--- config.mk ---
export PLATFORM = sky130hd
export DESIGN_NAME = licfg_top
export DESIGN_NICKNAME = d
export VERILOG_FILES = /design/src/include/licfg_pkg.sv /design/src/logic/licfg_top.sv /design/src/logic/licfg_spi_rx.sv
export SDC_FILE = /design/constraint.sdc
export NUM_CORES = 1
export LEC_CHECK = 0
export CAP_MARGIN = 5
export CORE_AREA = 2 2 78 80
export DETAILED_ROUTE_END_ITERATION = 12
export DIE_AREA = 0 0 80 82
export DONT_BUFFER_PORTS = 1
export PLACE_DENSITY = 0.81
export SYNTH_ARGS = -nofsm -noshare
export SYNTH_HDL_FRONTEND = slang
export SYNTH_SLANG_ARGS = --single-unit
--- constraint.sdc ---
create_clock -name ref_clk -period 4.85 [get_ports ref_clk]
set_input_delay 1.2125 -clock ref_clk [delete_from_list [all_inputs] [get_ports ref_clk]]
set_output_delay 1.2125 -clock ref_clk [all_outputs]
set_load 0.01 [all_outputs]
--- src/include/licfg_pkg.sv ---
package licfg_pkg;

  // ----------------------------------------------------------------
  // Frame layout
  // ----------------------------------------------------------------
  localparam int          FRAME_BITS    = 16;
  localparam logic [4:0]  FRAME_COUNT   = 5'h10;
  localparam int          CMD_MSB       = 15;
  localparam int          CMD_LSB       = 14;
  localparam int          ADDR_MSB      = 13;
  localparam int          ADDR_LSB      = 9;
  localparam int          PARITY_BIT    = 8;
  localparam int          DATA_MSB      = 7;
  localparam logic [1:0]  CMD_WRITE     = 2'h1;
  localparam logic [4:0]  CFG_ADDR      = 5'h07;
  localparam logic [7:0]  READ_HEADER   = 8'h00;

  // ----------------------------------------------------------------
  // Configuration register fields
  // ----------------------------------------------------------------
  localparam int          OVOFF_BIT     = 7;
  localparam int          MP2_MSB       = 6;
  localparam int          MP2_LSB       = 5;
  localparam int          MP1_MSB       = 4;
  localparam int          MP1_LSB       = 3;
  localparam int          IO1_OE_BIT    = 2;
  localparam int          IO0_OE_BIT    = 1;
  localparam int          CYC_INV_BIT   = 0;
  localparam logic [7:0]  CFG_RESET     = 8'h00;

  // ----------------------------------------------------------------
  // Multipurpose pin function codes
  // ----------------------------------------------------------------
  localparam logic [1:0]  MP_OFF        = 2'h0;
  localparam logic [1:0]  MP_LIN_SWITCH = 2'h1;
  localparam logic [1:0]  MP_HS_WAKE    = 2'h2;
  localparam logic [1:0]  MP_NONE       = 2'h3;

  // ----------------------------------------------------------------
  // Low-power handling of the first I/O
  // ----------------------------------------------------------------
  typedef enum logic [1:0] {
    LP_AWAKE  = 2'b00,
    LP_HOLD   = 2'b01,
    LP_ACTIVE = 2'b10,
    LP_OFF    = 2'b11
  } licfg_lp_t;

endpackage

--- src/logic/licfg_top.sv ---
`timescale 1ns/1ps
module licfg_top
  import licfg_pkg::*;
(
  // Clock and reset
  input  wire logic       ref_clk,
  input  wire logic       rst,
  // SPI pins
  input  wire logic       spi_sclk,
  input  wire logic       spi_cs_n,
  input  wire logic       spi_mosi,
  output logic            spi_miso,
  // Device state
  input  wire logic       init_mode,
  input  wire logic       low_power_mode,
  input  wire logic       cyclic_sense_sel,
  input  wire logic       cyclic_active_time,
  input  wire logic       overvoltage_main,
  input  wire logic       overvoltage_aux,
  // Driver requests from I/O control
  input  wire logic       io0_hs_req,
  input  wire logic       io0_ls_req,
  input  wire logic       io1_hs_req,
  input  wire logic       io1_ls_req,
  // Driver enables
  output logic            io0_hs_en,
  output logic            io0_ls_en,
  output logic            io1_hs_en,
  output logic            io1_ls_en,
  // Multipurpose pin functions
  output logic            first_multipin_lin_switch,
  output logic            first_multipin_hs_wake,
  output logic            second_multipin_hs_wake,
  // Register view
  output logic [7:0]      lin_io_init_config
);

  // ----------------------------------------------------------------
  // Frame reception
  // ----------------------------------------------------------------
  logic                  frame_valid;
  logic [FRAME_BITS-1:0] frame_word;
  logic [FRAME_BITS-1:0] tx_word;

  assign tx_word = {READ_HEADER, lin_io_init_config};

  licfg_spi_rx u_spi_rx (
    .ref_clk     (ref_clk),
    .rst         (rst),
    .spi_sclk    (spi_sclk),
    .spi_cs_n    (spi_cs_n),
    .spi_mosi    (spi_mosi),
    .spi_miso    (spi_miso),
    .tx_word     (tx_word),
    .frame_valid (frame_valid),
    .frame_word  (frame_word)
  );

  // ----------------------------------------------------------------
  // Configuration register
  // ----------------------------------------------------------------
  logic cfg_hit;

  // Parity bit is carried but checked elsewhere in the device
  assign cfg_hit = frame_valid
                && (frame_word[CMD_MSB:CMD_LSB] == CMD_WRITE)
                && (frame_word[ADDR_MSB:ADDR_LSB] == CFG_ADDR);

  always_ff @(posedge ref_clk) begin
    if (rst) begin
      lin_io_init_config <= CFG_RESET;
    end else if (cfg_hit && init_mode) begin
      lin_io_init_config <= frame_word[DATA_MSB:0];
    end
  end

  // ----------------------------------------------------------------
  // Multipurpose pin decode
  // ----------------------------------------------------------------
  // Returns {hs_wake, lin_switch}; unused codes leave the pin off
  function automatic logic [1:0] mp_decode(input logic [1:0] code, input logic lin_allowed);
    logic [1:0] res;
    res = 2'h0;
    case (code)
      MP_LIN_SWITCH: res = {1'b0, lin_allowed};
      MP_HS_WAKE:    res = 2'h2;
      MP_OFF:        res = 2'h0;
      default:       res = 2'h0;
    endcase
    return res;
  endfunction

  logic [1:0] mp1_dec;
  logic [1:0] mp2_dec;

  assign mp1_dec = mp_decode(lin_io_init_config[MP1_MSB:MP1_LSB], 1'b1);
  assign mp2_dec = mp_decode(lin_io_init_config[MP2_MSB:MP2_LSB], 1'b0);

  always_ff @(posedge ref_clk) begin
    if (rst) begin
      first_multipin_lin_switch <= 1'b0;
      first_multipin_hs_wake    <= 1'b0;
      second_multipin_hs_wake   <= 1'b0;
    end else begin
      first_multipin_lin_switch <= mp1_dec[0];
      first_multipin_hs_wake    <= mp1_dec[1];
      second_multipin_hs_wake   <= mp2_dec[1];
    end
  end

  // ----------------------------------------------------------------
  // Second I/O drivers
  // ----------------------------------------------------------------
  logic io1_kill;

  assign io1_kill = lin_io_init_config[OVOFF_BIT] && (overvoltage_main || overvoltage_aux);

  always_ff @(posedge ref_clk) begin
    if (rst) begin
      io1_hs_en <= 1'b0;
      io1_ls_en <= 1'b0;
    end else if (!lin_io_init_config[IO1_OE_BIT] || io1_kill) begin
      io1_hs_en <= 1'b0;
      io1_ls_en <= 1'b0;
    end else begin
      // High side wins so the pin never shoots through
      io1_hs_en <= io1_hs_req;
      io1_ls_en <= io1_ls_req && !io1_hs_req;
    end
  end

  // ----------------------------------------------------------------
  // First I/O drivers and low-power cyclic sense
  // ----------------------------------------------------------------
  licfg_lp_t lp_state;
  licfg_lp_t next_lp_state;
  logic      saved_hs;
  logic      saved_ls;
  logic      next_hs;
  logic      next_ls;
  logic      io0_oe;

  assign io0_oe = lin_io_init_config[IO0_OE_BIT];

  always_comb begin
    next_lp_state = lp_state;
    case (lp_state)
      LP_AWAKE: begin
        if (low_power_mode) begin
          next_lp_state = LP_HOLD;
        end
      end
      LP_HOLD, LP_ACTIVE, LP_OFF: begin
        if (!low_power_mode) begin
          next_lp_state = LP_AWAKE;
        end else if (!cyclic_sense_sel) begin
          next_lp_state = LP_HOLD;
        end else if (cyclic_active_time) begin
          next_lp_state = LP_ACTIVE;
        end else begin
          next_lp_state = LP_OFF;
        end
      end
      default: next_lp_state = LP_AWAKE;
    endcase
  end

  always_ff @(posedge ref_clk) begin
    if (rst) begin
      lp_state <= LP_AWAKE;
    end else begin
      lp_state <= next_lp_state;
    end
  end

  // Snapshot of the driver state at entry into low power
  always_ff @(posedge ref_clk) begin
    if (rst) begin
      saved_hs <= 1'b0;
      saved_ls <= 1'b0;
    end else if (lp_state == LP_AWAKE && low_power_mode) begin
      saved_hs <= io0_hs_en;
      saved_ls <= io0_ls_en;
    end
  end

  always_comb begin
    next_hs = 1'b0;
    next_ls = 1'b0;
    case (lp_state)
      LP_AWAKE: begin
        next_hs = io0_oe && io0_hs_req;
        next_ls = io0_oe && io0_ls_req && !io0_hs_req;
      end
      LP_HOLD, LP_ACTIVE: begin
        next_hs = io0_oe && saved_hs;
        next_ls = io0_oe && saved_ls;
      end
      LP_OFF: begin
        if (lin_io_init_config[CYC_INV_BIT]) begin
          next_hs = io0_oe && saved_ls;
          next_ls = io0_oe && saved_hs;
        end else begin
          next_hs = 1'b0;
          next_ls = 1'b0;
        end
      end
      default: begin
        next_hs = 1'b0;
        next_ls = 1'b0;
      end
    endcase
  end

  always_ff @(posedge ref_clk) begin
    if (rst) begin
      io0_hs_en <= 1'b0;
      io0_ls_en <= 1'b0;
    end else begin
      io0_hs_en <= next_hs;
      io0_ls_en <= next_ls;
    end
  end

endmodule

--- src/logic/licfg_spi_rx.sv ---
`timescale 1ns/1ps
module licfg_spi_rx
  import licfg_pkg::*;
(
  // Clock and reset
  input  wire logic                  ref_clk,
  input  wire logic                  rst,
  // SPI pins
  input  wire logic                  spi_sclk,
  input  wire logic                  spi_cs_n,
  input  wire logic                  spi_mosi,
  output logic                       spi_miso,
  // Frame side
  input  wire logic [FRAME_BITS-1:0] tx_word,
  output logic                       frame_valid,
  output logic [FRAME_BITS-1:0]      frame_word
);

  // ----------------------------------------------------------------
  // Pin synchronisers
  // ----------------------------------------------------------------
  logic [2:0]            sync1;
  logic [2:0]            sync2;
  logic [2:0]            sync3;
  logic [2:0]            filt;
  logic [2:0]            pin_in;
  logic                  sclk_prev;
  logic                  cs_prev;
  logic [4:0]            bit_cnt;
  logic [FRAME_BITS-1:0] rx_shift;
  logic [FRAME_BITS-1:0] tx_shift;

  assign pin_in = {spi_mosi, spi_cs_n, spi_sclk};

  genvar gi;
  generate
    for (gi = 0; gi < 3; gi++) begin : g_sync
      always_ff @(posedge ref_clk) begin
        if (rst) begin
          sync1[gi] <= (gi == 1) ? 1'b1 : 1'b0;
          sync2[gi] <= (gi == 1) ? 1'b1 : 1'b0;
          sync3[gi] <= (gi == 1) ? 1'b1 : 1'b0;
          filt[gi]  <= (gi == 1) ? 1'b1 : 1'b0;
        end else begin
          sync1[gi] <= pin_in[gi];
          sync2[gi] <= sync1[gi];
          sync3[gi] <= sync2[gi];
          // Only a level seen twice counts, glitches are dropped
          if (sync2[gi] == sync3[gi]) begin
            filt[gi] <= sync3[gi];
          end
        end
      end
    end
  endgenerate

  // ----------------------------------------------------------------
  // Shift engine: sample on rising SCLK, shift out on falling
  // ----------------------------------------------------------------
  always_ff @(posedge ref_clk) begin
    if (rst) begin
      sclk_prev <= 1'b0;
      cs_prev   <= 1'b1;
    end else begin
      sclk_prev <= filt[0];
      cs_prev   <= filt[1];
    end
  end

  always_ff @(posedge ref_clk) begin
    if (rst) begin
      bit_cnt  <= 5'h00;
      rx_shift <= 16'h0000;
    end else if (cs_prev && !filt[1]) begin
      bit_cnt  <= 5'h00;
    end else if (!filt[1] && filt[0] && !sclk_prev) begin
      rx_shift <= {rx_shift[FRAME_BITS-2:0], filt[2]};
      // Saturate so overlong frames are still rejected
      if (bit_cnt != 5'h1F) begin
        bit_cnt <= bit_cnt + 5'h01;
      end
    end
  end

  always_ff @(posedge ref_clk) begin
    if (rst) begin
      tx_shift <= 16'h0000;
      spi_miso <= 1'b0;
    end else if (cs_prev && !filt[1]) begin
      tx_shift <= tx_word;
      spi_miso <= tx_word[FRAME_BITS-1];
    end else if (filt[1]) begin
      spi_miso <= 1'b0;
    end else if (!filt[0] && sclk_prev) begin
      tx_shift <= {tx_shift[FRAME_BITS-2:0], 1'b0};
      spi_miso <= tx_shift[FRAME_BITS-2];
    end
  end

  always_ff @(posedge ref_clk) begin
    if (rst) begin
      frame_valid <= 1'b0;
      frame_word  <= 16'h0000;
    end else begin
      // Frames of any other length are discarded
      frame_valid <= !cs_prev && filt[1] && (bit_cnt == FRAME_COUNT);
      if (!cs_prev && filt[1]) begin
        frame_word <= rx_shift;
      end
    end
  end

endmodule

==> run summary <==
Status - finished, final reports clean
Slew headroom - 41.6%
Crit Path Class - flop to output pin
Hold_sp - u_spi_rx.sync1[1]
Worst Tran Pin Value - 0.872 ns
VDD IR-drop max - 0.184 mV
Seq pwr share - 59.2%
Post-CTS sizing - 0
DP HPWL - 3720 um
CP startpoint kind - flop
Total GRT Usage - 18.7%
Antenna diodes - 0
Slew Limit Fails - 0
Reg area - 1720 um^2
Post-synth top flop - dfxtp_1
Top Ports - 31
Tcrit/Tclk final - 42.5%
Largest cells by area after synthesis - dfxtp_1 52%, nand2_1 11%, a21oi_1 7.0%
Vias per Instance - 5.41
Largest net degree at the start of global routing - 81
Netlist cell types - 39
Clk pin slew, worst setup/hold paths - 0.07 ns
Yosys reg bits - 86
Comb pwr share - 1.4%
Initial antenna violation count - 0
Clock buffer count from CTS - 9
Placed Instances - 425
Sw power - 0.234 mW
# rows - 28
Antenna-violating nets left - 0
Area leader, netlist - dfxtp_1
Post-route DRC - 0
Worst hold margin - 0.411 ns
Sw Ratio - 19.5%
Count leader, synth - nand2_1
Synth Instances - 372
Via count - 2380
PnR Total Power - 1.20 mW
Vias in the first global route - 2113
Internal power - 0.969 mW
Setup WS pre-CTS - 2.54 ns
Pwr dens - 345 nW/um^2
Sequential element share of the synthesized area - 51.5%
DRT iter0 DRCs - 113
Clock power frac - 39.4%
Clock root buffer - clkbuf_8
Arrival @ worst endpoint - 0.85 ns
Avg Cell Area, Syn - 8.98 um^2
CTS tree - done
Clock Tree Buf Depth - 2
Starting Density - 58.1%
Fin crit period - 2.06 ns
Leakage power - 1.15 nW
Worst r2r src - u_spi_rx.filt[1]
TritonRoute pass-1 iters - 4
Number of setup buffers added after CTS - 0
Non-Filler Instances - 440
EDFF count, synth - 0
Number of setup violations in the final report - 0
Worst path required time - 3.64 ns
Total gr overflow - 0
Hold Buf Count CTS - 0
RSZ-0062 raised after global routing - no
Asr flop ratio synth - 0%
Syn Std Cell Area - 3340 um^2
Total Wirelength - 5640 um
DR WL/cell - 12.8 um
Worst Setup SP - lin_io_init_config[0]
Setup ws final - 2.79 ns
Clock Skew - 0.00585 ns
Synth cell count leaders - 99 x nand2_1, 86 x dfxtp_1, 47 x a21oi_1
Growth of design area from synthesis to finish - 4.57%
Final net count - 382
Die X - 80 um
Die extent in y - 82 um
Synth top area share - 51.5%
Footprint of the multi-input gates - 1470 um^2
Die area - 6560 um^2
First-pass GRT wire length - 9450 um
Crit Path Max Fanout - 5
Clk sinks - 86
CTS H-Tree Depth - 3
YS warnings - 0
Area of the core - 5750 um^2
Clk_lat worst skew - 0.34 ns
Max Cap Viol - 0
Layout cell share with drive strength beyond 1 - 7.12%
Syn nets - 393
Setup_tns - 0 ns
Port bufs - 0
Fin. Hold Viols - 0
Fmax - 485 MHz
# fillers - 482
Worst min path class - flop to flop
Placer Congestion - 0.751
Crit path capture type - output pin
final cells by class:
type | count | share of cell area [%]
clock inverter | 1 | 0.860
sequential | 86 | 49.3
multi-input combinational | 257 | 42.0
inverter | 7 | 0.752
clock buffer | 14 | 4.37
tap | 75 | 2.69
through the flow:
stage | cell area, um^2 | util (%)
finish | 3490 | 60.8
floorplan | 3340 | -
CTS | 3490 | 60.8
global placement | 3310 | 57.6
detailed placement | 3310 | 57.6
global route | 3490 | 60.8
flip-flops by register name, indices dropped and copies added, names as in the netlist, 2 cells and up:
register             count
u_spi_rx.bit_cnt         5
u_spi_rx.rx_shift       16
lp_state                 2
u_spi_rx.sync3           3
lin_io_init_config       8
u_spi_rx.sync1           3
u_spi_rx.filt            3
u_spi_rx.tx_shift       15
u_spi_rx.sync2           3
u_spi_rx.frame_word     15
final timing paths:
path / endpoint / cells after the start / slack, ns
setup / recovery: lin_io_init_config[0] / 0 / 2.79
hold / removal: u_spi_rx.sync2[1] / 1 / 0.41
setup reg to reg: u_spi_rx.spi_miso / 3 / 2.93
hold reg to reg: u_spi_rx.sync2[1] / 1 / 0.41
power groups by stage:
| stage | combinational [mW] | clock [mW] | sequential (mW) |
|---|---|---|---|
| detailed placement | 0.0168 | 0 | 0.729 |
| CTS | 0.0169 | 0.484 | 0.712 |
| global placement | 0.0163 | 0 | 0.729 |
| global route | 0.0192 | 0.513 | 0.713 |
| finish | 0.0167 | 0.475 | 0.712 |
| floorplan | 0.0232 | 0 | 0.728 |
layer usage:
metal  up-vias  share of wire (%)  GRT usage (%)
met5         -                  0              0
met4         0                1.7           9.66
met3         9                4.1           4.40
met2        41                 48           30.8
met1      1122                 46           22.8
li1       1208                  -              -
cell usage in the layout (no fill, tap or decap), drive strengths merged:
master	n
nand2b	20
a211oi	1
ha	6
dfxtp	86
nor2	15
or4b	1
o22a	1
o21bai	1
nand3	5
a31o	2
or3b	1
nor3	4
bufinv	1
xnor2	1
a2111oi	2
o21ai	4
nor3b	3
a21oi	47
a311oi	7
mux2i	11
nor4b	2
clkbuf	14
nand4	1
a32oi	1
and3	2
nor4	1
and2b	1
inv	7
nand4b	1
or2	5
nand2	101
nor2b	9
or2b	1
kinds of logic after synthesis:
logic type,after synthesis,synth area share (%)
flip-flops,86,51.5
AO/OA/AOI/OAI,66,12.1
multiplexers,11,3.30
adder cells (fa/ha/maj),6,2.25
buffers and inverters,29,4.49
XOR/XNOR,1,0.262
AND/OR/NAND/NOR,173,26.1
Power figures use the tool's default switching activity.
